## config.mk

```make
export PLATFORM = sky130hd
export DESIGN_NAME = hnr_async_engine
export DESIGN_NICKNAME = d
export VERILOG_FILES = /design/src/pkg/hnr_pkg.sv /design/src/hnr_async_engine.sv /design/src/hnr_desc_mem.sv
export SDC_FILE = /design/constraint.sdc
export NUM_CORES = 1
export LEC_CHECK = 0
export ABC_CLOCK_PERIOD_IN_PS = 14200
export BUFFER_PORTS_ARGS = -buffer_cell sky130_fd_sc_hd__buf_2
export CAP_MARGIN = 5
export CORE_UTILIZATION = 55
export DETAILED_ROUTE_END_ITERATION = 6
export PLACE_DENSITY_LB_ADDON = 0.15
export RECOVER_POWER = 25
export SLEW_MARGIN = 20
export SYNTH_ARGS = -nofsm -noshare
export SYNTH_HDL_FRONTEND = slang
export SYNTH_SLANG_ARGS = --single-unit
```

## constraint.sdc

```tcl
create_clock -name ref_clk -period 14.2 [get_ports ref_clk]
set_input_delay 1.42 -clock ref_clk [delete_from_list [all_inputs] [get_ports ref_clk]]
set_output_delay 1.42 -clock ref_clk [all_outputs]
set_load 0.02 [all_outputs]
```

## src/pkg/hnr_pkg.sv

```systemverilog
// Constants and types shared by the async-list descriptor engine
package hnr_pkg;
	// ----------------------------------------------------------------
	// Register map
	// ----------------------------------------------------------------
	localparam logic [15:0] OFS_HOST_INTERRUPT_FLAGS = 16'h0310;
	localparam logic [15:0] OFS_IRQ_ENABLE = 16'h0314;
	localparam logic [15:0] OFS_DONE_BITMAP = 16'h0150;
	localparam logic [15:0] OFS_DESC_BASE = 16'h0400;
	localparam logic [15:0] OFS_DESC_MASK = 16'hFFE3;
	localparam int DESC_IDX_LSB = 2;

	// Flag bits in host_interrupt_flags and irq enable
	localparam int FLAG_SOF = 1;
	localparam int FLAG_ASYNC_LIST_IRQ = 7;
	localparam logic [31:0] ENABLE_RESET = 32'h0000_0000;

	// ----------------------------------------------------------------
	// Descriptor layout
	// ----------------------------------------------------------------
	localparam int NUM_DESC = 8;
	localparam int IDX_W = 3;
	localparam int DESC_W = 16;
	localparam int F_VALID = 0;
	localparam int F_RELOAD_LSB = 1;
	localparam int F_NAK_LSB = 5;
	localparam int F_ERR_LSB = 9;
	localparam int F_HALT = 11;
	localparam logic [3:0] NIBBLE_ZERO = 4'h0;
	localparam logic [3:0] NIBBLE_ONE = 4'h1;
	localparam logic [1:0] ERR_ZERO = 2'h0;
	localparam logic [1:0] ERR_ONE = 2'h1;

	// ----------------------------------------------------------------
	// Bus answers and timing
	// ----------------------------------------------------------------
	typedef enum logic [1:0] {
		RESP_NAK = 2'h0,
		RESP_DATA = 2'h1,
		RESP_ACK = 2'h2,
		RESP_ERR = 2'h3
	} hnr_resp_t;

	localparam int CLK_HZ = 10_000_000;
	localparam int FRAME_US = 1000;
	localparam int FRAME_CYCLES = CLK_HZ / 1_000_000 * FRAME_US;

	typedef enum logic [4:0] {
		ST_IDLE = 5'b00001,
		ST_FETCH = 5'b00010,
		ST_ISSUE = 5'b00100,
		ST_WAIT = 5'b01000,
		ST_WBACK = 5'b10000
	} hnr_state_t;
endpackage : hnr_pkg

```

## src/hnr_async_engine.sv

```systemverilog
// Async-list descriptor engine: NAK retry, completion bitmap, interrupt flags
// ----------------------------------------------------------------
// Notes on behaviour
// Reload zero: NAK countdown ignored, NAK-ed IN token reissued without limit.
// Reload and countdown 1111b: count NAKs, interrupt when countdown reaches zero.
// Reload and countdown 0000b, error count 10b: no NAK interrupt, retry until answered.
// Async-list events set the async_list_irq bit at offset 310h.
// Reading the completion bitmap clears exactly the bits it returned.
// Bits set during or after a bitmap read survive; interrupt stays asserted.
// On completion the descriptor's valid bit is updated in the store.
// A start-of-frame interrupt is offered for polling the completion bits.
// ----------------------------------------------------------------
`timescale 1ns/1ps
module hnr_async_engine #(
	parameter int FRAME_CYCLES = hnr_pkg::FRAME_CYCLES
) (
	input wire logic ref_clk,
	input wire logic rst,
	input wire logic [15:0] reg_addr,
	input wire logic reg_wr,
	input wire logic reg_rd,
	input wire logic [31:0] reg_wdata,
	output logic [31:0] reg_rdata,
	output logic tok_valid,
	output logic [hnr_pkg::IDX_W-1:0] tok_index,
	input wire logic resp_valid,
	input wire logic [1:0] resp_code,
	output logic irq
);
	localparam int FW = $clog2(FRAME_CYCLES + 1);
	localparam logic [FW-1:0] FRAME_LAST = FW'(FRAME_CYCLES - 1);
	localparam int ND = hnr_pkg::NUM_DESC;

	typedef struct packed {
		hnr_pkg::hnr_state_t state;
		logic [hnr_pkg::IDX_W-1:0] ptr;
		logic [hnr_pkg::DESC_W-1:0] desc;
		logic [ND-1:0] done_map;
		logic async_flag;
		logic sof_flag;
		logic [31:0] enable;
		logic [FW-1:0] frame_cnt;
		logic [31:0] rdata;
		logic desc_rd;
		logic irq;
	} hnr_eng_state_t;

	hnr_eng_state_t st_reg;
	hnr_eng_state_t st_next;

	logic [hnr_pkg::DESC_W-1:0] eng_rd_data;
	logic [hnr_pkg::DESC_W-1:0] sw_rd_data;
	logic mem_wr_en;
	logic [hnr_pkg::IDX_W-1:0] mem_wr_addr;
	logic [hnr_pkg::DESC_W-1:0] mem_wr_data;
	logic desc_hit;
	logic [hnr_pkg::IDX_W-1:0] desc_idx;

	assign desc_hit = (reg_addr & hnr_pkg::OFS_DESC_MASK) == hnr_pkg::OFS_DESC_BASE;
	assign desc_idx = reg_addr[hnr_pkg::DESC_IDX_LSB +: hnr_pkg::IDX_W];

	// ----------------------------------------------------------------
	// Descriptor store
	// ----------------------------------------------------------------
	hnr_desc_mem u_mem (
		.ref_clk(ref_clk),
		.rst(rst),
		.wr_en(mem_wr_en),
		.wr_addr(mem_wr_addr),
		.wr_data(mem_wr_data),
		.rd_a_addr(st_reg.ptr),
		.rd_a_data(eng_rd_data),
		.rd_b_addr(desc_idx),
		.rd_b_data(sw_rd_data)
	);

	// ----------------------------------------------------------------
	// Next state
	// ----------------------------------------------------------------
	logic [3:0] reload;
	logic [3:0] nak_countdown;
	logic [1:0] err_count;
	logic [ND-1:0] done_set;
	logic [ND-1:0] done_clr;
	logic sw_desc_wr;
	logic async_evt;

	always_comb begin
		st_next = st_reg;
		reload = st_reg.desc[hnr_pkg::F_RELOAD_LSB +: 4];
		nak_countdown = st_reg.desc[hnr_pkg::F_NAK_LSB +: 4];
		err_count = st_reg.desc[hnr_pkg::F_ERR_LSB +: 2];
		done_set = '0;
		done_clr = '0;
		async_evt = 1'b0;
		sw_desc_wr = reg_wr && desc_hit;
		mem_wr_en = sw_desc_wr;
		mem_wr_addr = desc_idx;
		mem_wr_data = reg_wdata[hnr_pkg::DESC_W-1:0];
		tok_valid = 1'b0;

		case (st_reg.state)
			hnr_pkg::ST_IDLE: begin
				st_next.state = hnr_pkg::ST_FETCH;
			end
			hnr_pkg::ST_FETCH: begin
				st_next.desc = eng_rd_data;
				if (eng_rd_data[hnr_pkg::F_VALID]) begin
					st_next.state = hnr_pkg::ST_ISSUE;
				end else begin
					st_next.ptr = st_reg.ptr + 1'b1;
					st_next.state = hnr_pkg::ST_IDLE;
				end
			end
			hnr_pkg::ST_ISSUE: begin
				tok_valid = 1'b1;
				st_next.state = hnr_pkg::ST_WAIT;
			end
			hnr_pkg::ST_WAIT: begin
				if (resp_valid) begin
					st_next.state = hnr_pkg::ST_WBACK;
					case (hnr_pkg::hnr_resp_t'(resp_code))
						hnr_pkg::RESP_NAK: begin
							if (reload == hnr_pkg::NIBBLE_ZERO) begin
								// Countdown is not consulted; straight reissue
								st_next.state = hnr_pkg::ST_ISSUE;
							end else if (nak_countdown <= hnr_pkg::NIBBLE_ONE) begin
								st_next.desc[hnr_pkg::F_NAK_LSB +: 4] = hnr_pkg::NIBBLE_ZERO;
								st_next.desc[hnr_pkg::F_VALID] = 1'b0;
							end else begin
								st_next.desc[hnr_pkg::F_NAK_LSB +: 4] =
									nak_countdown - hnr_pkg::NIBBLE_ONE;
							end
						end
						hnr_pkg::RESP_ERR: begin
							if (err_count <= hnr_pkg::ERR_ONE) begin
								st_next.desc[hnr_pkg::F_ERR_LSB +: 2] = hnr_pkg::ERR_ZERO;
								st_next.desc[hnr_pkg::F_HALT] = 1'b1;
								st_next.desc[hnr_pkg::F_VALID] = 1'b0;
							end else begin
								st_next.desc[hnr_pkg::F_ERR_LSB +: 2] =
									err_count - hnr_pkg::ERR_ONE;
							end
						end
						default: begin
							st_next.desc[hnr_pkg::F_VALID] = 1'b0;
						end
					endcase
				end
			end
			hnr_pkg::ST_WBACK: begin
				// Software store has the port this cycle; engine waits one more
				if (!sw_desc_wr) begin
					mem_wr_en = 1'b1;
					mem_wr_addr = st_reg.ptr;
					mem_wr_data = st_reg.desc;
					if (!st_reg.desc[hnr_pkg::F_VALID]) begin
						done_set[st_reg.ptr] = 1'b1;
						async_evt = 1'b1;
					end
					st_next.ptr = st_reg.ptr + 1'b1;
					st_next.state = hnr_pkg::ST_IDLE;
				end
			end
			default: begin
				st_next.state = hnr_pkg::ST_IDLE;
			end
		endcase

		// Frame tick
		if (st_reg.frame_cnt == FRAME_LAST) begin
			st_next.frame_cnt = '0;
		end else begin
			st_next.frame_cnt = st_reg.frame_cnt + 1'b1;
		end

		// Register reads; bitmap read returns and clears the same snapshot
		st_next.rdata = '0;
		st_next.desc_rd = 1'b0;
		if (reg_rd) begin
			if (reg_addr == hnr_pkg::OFS_HOST_INTERRUPT_FLAGS) begin
				st_next.rdata[hnr_pkg::FLAG_SOF] = st_reg.sof_flag;
				st_next.rdata[hnr_pkg::FLAG_ASYNC_LIST_IRQ] =
					st_reg.async_flag | (|st_reg.done_map);
			end else if (reg_addr == hnr_pkg::OFS_IRQ_ENABLE) begin
				st_next.rdata = st_reg.enable;
			end else if (reg_addr == hnr_pkg::OFS_DONE_BITMAP) begin
				st_next.rdata[ND-1:0] = st_reg.done_map;
				done_clr = st_reg.done_map;
			end else if (desc_hit) begin
				st_next.desc_rd = 1'b1; // Store port registers the word this same edge
			end
		end

		// Flags: write one to clear, a set in the same cycle wins
		st_next.async_flag = st_reg.async_flag;
		st_next.sof_flag = st_reg.sof_flag;
		if (reg_wr && reg_addr == hnr_pkg::OFS_HOST_INTERRUPT_FLAGS) begin
			if (reg_wdata[hnr_pkg::FLAG_ASYNC_LIST_IRQ]) begin
				st_next.async_flag = 1'b0;
			end
			if (reg_wdata[hnr_pkg::FLAG_SOF]) begin
				st_next.sof_flag = 1'b0;
			end
		end
		if (reg_wr && reg_addr == hnr_pkg::OFS_IRQ_ENABLE) begin
			st_next.enable = reg_wdata;
		end
		if (async_evt) begin
			st_next.async_flag = 1'b1;
		end
		if (st_reg.frame_cnt == FRAME_LAST) begin
			st_next.sof_flag = 1'b1;
		end

		// New completions survive a concurrent read
		st_next.done_map = (st_reg.done_map & ~done_clr) | done_set;

		st_next.irq = (st_next.enable[hnr_pkg::FLAG_ASYNC_LIST_IRQ] &
			(st_next.async_flag | (|st_next.done_map))) |
			(st_next.enable[hnr_pkg::FLAG_SOF] & st_next.sof_flag);
	end

	always_ff @(posedge ref_clk or posedge rst) begin
		if (rst) begin
			st_reg <= '{state: hnr_pkg::ST_IDLE, enable: hnr_pkg::ENABLE_RESET, default: '0};
		end else begin
			st_reg <= st_next;
		end
	end

	assign reg_rdata = st_reg.desc_rd ? 32'(sw_rd_data) : st_reg.rdata;
	assign tok_index = st_reg.ptr;
	assign irq = st_reg.irq;
endmodule : hnr_async_engine

```

## src/hnr_desc_mem.sv

```systemverilog
// Descriptor store with one write port and two registered read ports
`timescale 1ns/1ps
module hnr_desc_mem (
	input wire logic ref_clk,
	input wire logic rst,
	input wire logic wr_en,
	input wire logic [hnr_pkg::IDX_W-1:0] wr_addr,
	input wire logic [hnr_pkg::DESC_W-1:0] wr_data,
	input wire logic [hnr_pkg::IDX_W-1:0] rd_a_addr,
	output logic [hnr_pkg::DESC_W-1:0] rd_a_data,
	input wire logic [hnr_pkg::IDX_W-1:0] rd_b_addr,
	output logic [hnr_pkg::DESC_W-1:0] rd_b_data
);
	typedef struct packed {
		logic [hnr_pkg::NUM_DESC-1:0][hnr_pkg::DESC_W-1:0] mem;
		logic [hnr_pkg::DESC_W-1:0] rd_a;
		logic [hnr_pkg::DESC_W-1:0] rd_b;
	} hnr_mem_state_t;

	hnr_mem_state_t st_reg;
	hnr_mem_state_t st_next;

	always_comb begin
		st_next = st_reg;
		if (wr_en) begin
			st_next.mem[wr_addr] = wr_data;
		end
		st_next.rd_a = st_reg.mem[rd_a_addr];
		st_next.rd_b = st_reg.mem[rd_b_addr];
	end

	always_ff @(posedge ref_clk or posedge rst) begin
		if (rst) begin
			st_reg <= '0;
		end else begin
			st_reg <= st_next;
		end
	end

	assign rd_a_data = st_reg.rd_a;
	assign rd_b_data = st_reg.rd_b;
endmodule : hnr_desc_mem

```

==> impl_metrics.yaml, run 1 <==
die:
  dieArea_um2: 23000
  start_util_pct: 56.4
  fp.dieH_um: 152
  io_pins: 92
  core.rowCount: 54
  coreArea_um2: 21900
  dieWidth_um: 152
timing:
  slew_viol_final: 123
  finalHoldViolCount: 0
  min_period_ps: 4820
  tns_ps: 0
  clock_skew_ps: 9.39
  maxSlewHeadroom_pct: -251
  clock.fmax_mhz: 207
  finalSetupViolCount: 0
  setup_slack_ps: 9380
  whs_ps: 437
  fin_crit_sh_pct: 33.9
  rsz0062_at_grt: "no"
  worstMarginPinSlew_ps: 5230
logic_synthesis:
  ys_seq_elements: 274
  synth_area_um2: 12300
  synth-main-ff-cell: "dfrtp_1"
  synth_edf_count: 0
  synth_warnings: 0
  async_reset_ff_share_pct: 100
  synth_cell_type_count: 57
  seq_area_frac_synth_pct: 55.5
  synth_nets: 1121
  syn_avg_cell_area_um2: 11.6
  synthCells: 1062
place:
  dp_slack_ps: 9980
  gp_congestion: 0.869
  post-dp-hpwl_um: 19400
  portBuffers: 91
critical_path:
  critPathMaxFanout: 122
  timing_worst_setup_path_type: "in2async"
  slowest_delay_ps: 2880
  crit_family: "buffers and inverters"
  worst-path-buf-inv: 2
  worst_ep_required_time_ps: 13910
  endpoint_kind: "async pin"
  worstPathArrival_ps: 4530
  crit_path_top_delay_cell: "clkinvlp_2"
  startpoint_type: "input port"
  critical_path.cell_chain: "buf_2 > clkinvlp_2"
global_route:
  grt_pass1_vias: 8921
  gr-total-overflow: 0
  antenna_found_initial: 0
  grt_first_pass_wirelength_um: 51700
  grt_usage_pct: 29.1
  grt_max_degree: 154
pwr:
  p_total_mw: 1.84
  p_per_area_nw_per_um2: 132
  peakVddDrop_mv: 0.113
  leakagePower_nw: 6.72
clocking:
  cts_hold_buf: 0
  cts_root_buf: "clkbuf_16"
  numCtsBuffers: 29
  clk_pin_slew_ps: 60
  cts_sinks: 274
  clockBufferDepth: 3
  cts_tree: "done"
  cts_setup_buffers: 0
  cts_resized: 0
  clk_latency_ps: 550
  h-tree-depth: 1
detailed_routing:
  drtIter0Drc: 748
  ant_nets: 0
  vias_per_cell: 6.18
  finalWirelength_um: 33100
  wire_per_inst_um: 22.9
  drc: 0
  num_vias: 8908
  drt-pass1-iter-count: 7
outcome:
  status: "finished with violations"
  failed_checks: "capacitance limit, slew limit"
layout:
  nets: 1198
  largest_reg_flops: 128
  drive_above_1_share_pct: 24.5
  area_growth_pct: 13.2
job:
  cap_violations: 2
hold_path:
  hold_class: "reg2reg"
## routing by layer
layer  vias to the layer above  track usage (%)  routed length, um
li1                       3998                -                  -
met1                      4386             41.2              14000
met2                       433             43.5              14700
met3                        89             6.93               2980
met4                         2             11.4               1210
met5                         -             3.11                 99
## synth_stat cells (3+ instances only)
library cell / instances / share of area [%]
mux2i_4: 4 / 0.73
nor4_1: 3 / 0.15
buf_1: 9 / 0.27
nor3_1: 6 / 0.24
and3_1: 9 / 0.46
and3b_1: 4 / 0.28
a22o_1: 17 / 1.2
nor2b_1: 18 / 0.91
nand3b_1: 5 / 0.30
mux2i_2: 8 / 0.89
nor4b_1: 4 / 0.28
xor2_1: 7 / 0.50
nor2_1: 151 / 4.6
mux2i_1: 16 / 1.3
xnor2_1: 6 / 0.43
nor3b_2: 3 / 0.30
nand2_1: 44 / 1.3
o21ai_0: 8 / 0.32
buf_4: 4 / 0.24
a22oi_1: 65 / 4.0
dfrtp_1: 273 / 55
buf_6: 5 / 0.46
ha_1: 4 / 0.41
mux2_2: 66 / 6.0
and2_1: 27 / 1.4
o22ai_1: 3 / 0.15
inv_1: 7 / 0.21
mux4_2: 32 / 5.8
nand3_1: 15 / 0.61
a21oi_1: 137 / 5.6
clkbuf_1: 28 / 0.85
buf_2: 21 / 0.85
nand4_1: 19 / 0.96
## power breakdown
group | internal (mW) | leakage, nW | switching (mW)
Clock | 0.464 | 0.478 | 0.305
Combinational | 0.0621 | 2.46 | 0.174
Sequential | 0.801 | 3.79 | 0.0318
## area by class of cell
cell class	count	area (um2)
Fill cell	1771	7920
Sequential cell	274	6860
Multi-Input combinational cell	713	5130
Clock buffer	41	801
Timing Repair Buffer	114	637
Tap cell	280	350
Clock inverter	12	164
Inverter	7	27.5
Antenna cell	1	2.50
## kinds of logic after synthesis
logic type,count (synthesis),synth area share (%)
DFF,274,55.5
muxes,126,14.8
adders and majority gates,4,0.405
and+or+nand+nor,328,13.3
AOI/OAI and AO/OA,242,11.9
buffers and inverters,75,3.05
xor gates and xnor gates,13,0.922
## worst paths after layout
check | cells past startpoint | to | start | slack, ps
setup / recovery | 2 | u_mem.st_reg[138] | rst | 9380
hold / removal | 2 | reload[2] | u_mem.rd_a_data[3] | 440
setup reg to reg | 5 | u_mem.st_reg[57] | st_reg[110] | 11070
hold reg to reg | 2 | reload[2] | u_mem.rd_a_data[3] | 440
max in group ref_clk | 6 | u_mem.st_reg[57] | reg_addr[12] | 10470
min in group asynchronous | 2 | st_reg[6] | rst | 2480
## placed cells by master (no fill, tap or decap), drive strengths merged, types with 4 or more instances in the layout
| cell type | count |
|---|---|
| nand3 | 15 |
| a22oi | 65 |
| and3b | 4 |
| dfrtp | 273 |
| nor3 | 9 |
| mux2i | 28 |
| nand2 | 45 |
| nand3b | 5 |
| a22o | 17 |
| nor4 | 4 |
| inv | 7 |
| and3 | 9 |
| nand4 | 19 |
| bufinv | 4 |
| clkinv | 7 |
| xor2 | 7 |
| mux2 | 66 |
| nor4b | 4 |
| and2 | 27 |
| clkbuf | 42 |
| buf | 113 |
| ha | 4 |
| a21oi | 137 |
| xnor2 | 6 |
| nor2 | 152 |
| o21ai | 9 |
| nor3b | 4 |
| nor2b | 18 |
| mux4 | 32 |
## stage by stage
step | std cells | utilization [%] | cell area [um2]
final | 1442 | 63.8 | 14000
after global placement | 1388 | 59.5 | 13000
after detailed placement | 1388 | 59.5 | 13000
after global routing | 1441 | 63.8 | 14000
after CTS | 1441 | 63.9 | 14000
after floorplan | 1062 | - | 12300
Power figures use the tool's default switching activity.
==> run 2, diff against run 1 <==
--- a/config.mk
+++ b/config.mk
@@ -5,7 +5,8 @@
 export SDC_FILE = /design/constraint.sdc
 export NUM_CORES = 1
 export LEC_CHECK = 0
-export ABC_CLOCK_PERIOD_IN_PS = 14200
+export ABC_AREA = 1
+export ABC_CLOCK_PERIOD_IN_PS = 4700
 export BUFFER_PORTS_ARGS = -buffer_cell sky130_fd_sc_hd__buf_2
 export CAP_MARGIN = 5
 export CORE_UTILIZATION = 55
==> constraint.sdc (replaced) <==
create_clock -name ref_clk -period 4.7 [get_ports ref_clk]
set_input_delay 0.47 -clock ref_clk [delete_from_list [all_inputs] [get_ports ref_clk]]
set_output_delay 0.47 -clock ref_clk [all_outputs]
set_load 0.02 [all_outputs]
==> run 2 against run 1 <==
- the run still ends with capacitance limit, slew limit left
- sequential power grew to 3.4 times the previous value
- critical path depth grew 2
- register-to-register slack lost 9200 ps
- hold slack got worse by 320 ps
- core utilization shrank 0.19 points
- wire length increased by 8.7%
- clock-buffer cell count unchanged
- final area grew 3.4%
- combinational power rose to 5.2 times the previous value
- non-clock buffer count fell by 7
- clock skew rose by 14 ps
- global-route usage increased by 1.7 points
==> impl_metrics.yaml, run 2 <==
outcome:
  status: "finished with violations"
  failed_checks: "capacitance limit, slew limit"
die:
  core.rowCount: 55
  coreArea_um2: 22700
  io_pins: 92
  fp.dieH_um: 155
  dieArea_um2: 23900
  dieWidth_um: 155
  start_util_pct: 56.4
global_route:
  grtUsageMet3_pct: 7.96
  antenna_found_initial: 1
  grt_max_degree: 135
  grt_pass1_vias: 10339
  grt_first_pass_wirelength_um: 56500
  grt.busiest_layer: "met2"
  met2_usage_pct: 45.3
  grt_usage_pct: 30.8
  gr-total-overflow: 0
  grtUsageMet1_pct: 43.0
critical_path:
  r2r-end: "u_mem.st_reg[135]"
  slowest_delay_ps: 1480
  endpoint_kind: "async pin"
  worst-path-buf-inv: 4
  timing_worst_setup_path_type: "in2async"
  startpoint_type: "input port"
  worst_ep_required_time_ps: 5000
  r2r.worst_path.cells: 8
  critical_path.cell_chain: "dlygate4sd3_1 > buf_2 > clkinvlp_2 > clkbuf_4"
  r2r-start: "st_reg[110]"
  r2r_setup_slack_ps: 1830
  critPathMaxFanout: 134
  crit_path_top_delay_cell: "clkbuf_4"
  worstPathArrival_ps: 3460
  worst-path-stages: 4
  crit_family: "buffers and inverters"
layout:
  largest_reg_flops: 128
  multi_input_area_um2: 4800
  final_util_pct: 63.6
  mostFrequentLayoutCells: "nand2_1 (303), dfrtp_1 (273), inv_1 (209), o21ai_0 (153), nor2_1 (115)"
  final_common_cell: "nand2_1"
  area_growth_pct: 12.8
  drive_above_1_share_pct: 12.8
  antenna_cells: 0
  final_cell_area_um2: 14400
  nets: 1636
  fillers: 1958
  seq_area_um2: 6860
hold_path:
  holdPathEnd: "st_reg[67]"
  hold_class: "in2reg"
  hold_depth: 3
  hold_start: "reg_wdata[19]"
detailed_routing:
  drt-pass1-iter-count: 6
  vias_per_cell: 5.81
  drtIter0Drc: 1050
  drc: 0
  ant_nets: 0
  wire_per_inst_um: 19.1
  num_vias: 10955
  finalWirelength_um: 35900
clocking:
  cts_resized: 0
  clk_pin_slew_ps: 60
  cts_setup_buffers: 0
  h-tree-depth: 1
  cts_root_buf: "clkbuf_16"
  numCtsBuffers: 29
  cts_sinks: 274
  cts_tree: "done"
  clockBufferDepth: 3
  clk_latency_ps: 560
timing:
  finalSetupViolCount: 0
  slew_viol_final: 135
  fin_crit_sh_pct: 67.3
  maxSlewHeadroom_pct: -23.0
  min_period_ps: 3160
  clock_skew_ps: 22.9
  rsz0062_at_grt: "no"
  clock.fmax_mhz: 316
  worstMarginPinSlew_ps: 1840
  finalHoldViolCount: 0
  tns_ps: 0
  setup_slack_ps: 1540
logic_synthesis:
  synth_warnings: 0
  syn_avg_cell_area_um2: 8.49
  ys_seq_elements: 274
  synthCells: 1508
  synth-main-ff-cell: "dfrtp_1"
  synth_nets: 1567
  yosysTopAreaCell: "dfrtp_1"
  synth.area.top_cells: "dfrtp_1 (53%), nand2_1 (8.9%), inv_1 (6.2%)"
  async_reset_ff_share_pct: 100
  synth.most_common_cell: "nand2_1"
  synthTopCellsByCount: "nand2_1 (303), dfrtp_1 (273), inv_1 (210)"
  synth_edf_count: 0
  netlist.area_leader.share_pct: 53.3
  synth_cell_type_count: 49
  synth_area_um2: 12800
  seq_area_frac_synth_pct: 53.6
pwr:
  peakVddDrop_mv: 0.240
  p_total_mw: 6.46
  p_per_area_nw_per_um2: 447
  leakagePower_nw: 7.14
place:
  portBuffers: 91
  gp_congestion: 0.919
  dp_slack_ps: 1790
  post-dp-hpwl_um: 23300
  place_area_um2: 13400
job:
  cap_violations: 1
[run 2: cell types whose count changed in the layout (fill, tap and decap cells not counted), sizes merged, moves of 26 or more]
cell	previous run	this run
nand2	45	308
inv	7	217
nor2	152	126
mux2	66	17
a21oi	137	61
mux4	32	0
mux2i	28	0
a22oi	65	14
o21ai	9	245
nand3	15	52
and2	27	0
[run 2: per-layer routing]
| metal | wire (um) | part of all wire, % | up-vias |
|---|---|---|---|
| li1 | - | - | 5108 |
| met1 | 14900 | 42 | 5161 |
| met2 | 15500 | 43 | 583 |
| met3 | 4110 | 11 | 103 |
| met4 | 1390 | 3.9 | 0 |
| met5 | 0 | 0 | - |
[run 2: logic make-up after synthesis]
family	synth area share, %
AO/OA/AOI/OAI	18.2
multiplexers	1.49
flip-flops	53.6
AND/OR/NAND/NOR	16.9
adder cells (fa/ha/maj)	0.391
XOR/XNOR	0.479
buffers and inverters	9.02
[run 2: what timing repair did]
action | in CTS | in global routing
hold buffers | 1 | 0
endpoints found under the setup margin | 0 | 0
hold endpoints to repair | 23 | 0
[run 2: worst max path at each step]
stage          slack (ps)        start                end
2_1_floorplan         610          rst       err_count[0]
3_3_place_gp         1830  reg_addr[2]  u_mem.st_reg[135]
3_5_place_dp         1790  reg_addr[2]   u_mem.st_reg[71]
4_1_cts              1830  st_reg[112]  u_mem.st_reg[135]
5_1_grt              1040          rst   u_mem.st_reg[45]
6_report             1540          rst   u_mem.st_reg[45]
[run 2: tightest hold or removal path: stages]
cell	delay, ps
buf_2	80
nand2_1	40
o21ai_0	60
[run 2: cell type report]
type	count	share of cell area, %
clock buffers	41	5.89
repair buffers	107	4.06
flip-flops and latches	274	47.5
clock inverters	13	1.20
well taps	285	2.47
multi-input cells	946	33.2
inverters	219	5.70
[run 2: through the flow]
| step | cells | hold slack (ps) |
|---|---|---|
| 3_3_place_gp | 1830 | 429 |
| 3_5_place_dp | 1830 | 430 |
| 6_report | 1885 | 120 |
| 5_1_grt | 1885 | 121 |
| 4_1_cts | 1885 | 110 |
| 2_1_floorplan | 1508 | 418 |
[run 2: power by group]
| part | internal (mW) | switching [mW] |
|---|---|---|
| sequential | 2.62 | 0.197 |
| clock | 1.48 | 0.948 |
| combinational | 0.356 | 0.859 |
| total | 4.46 | 2.00 |
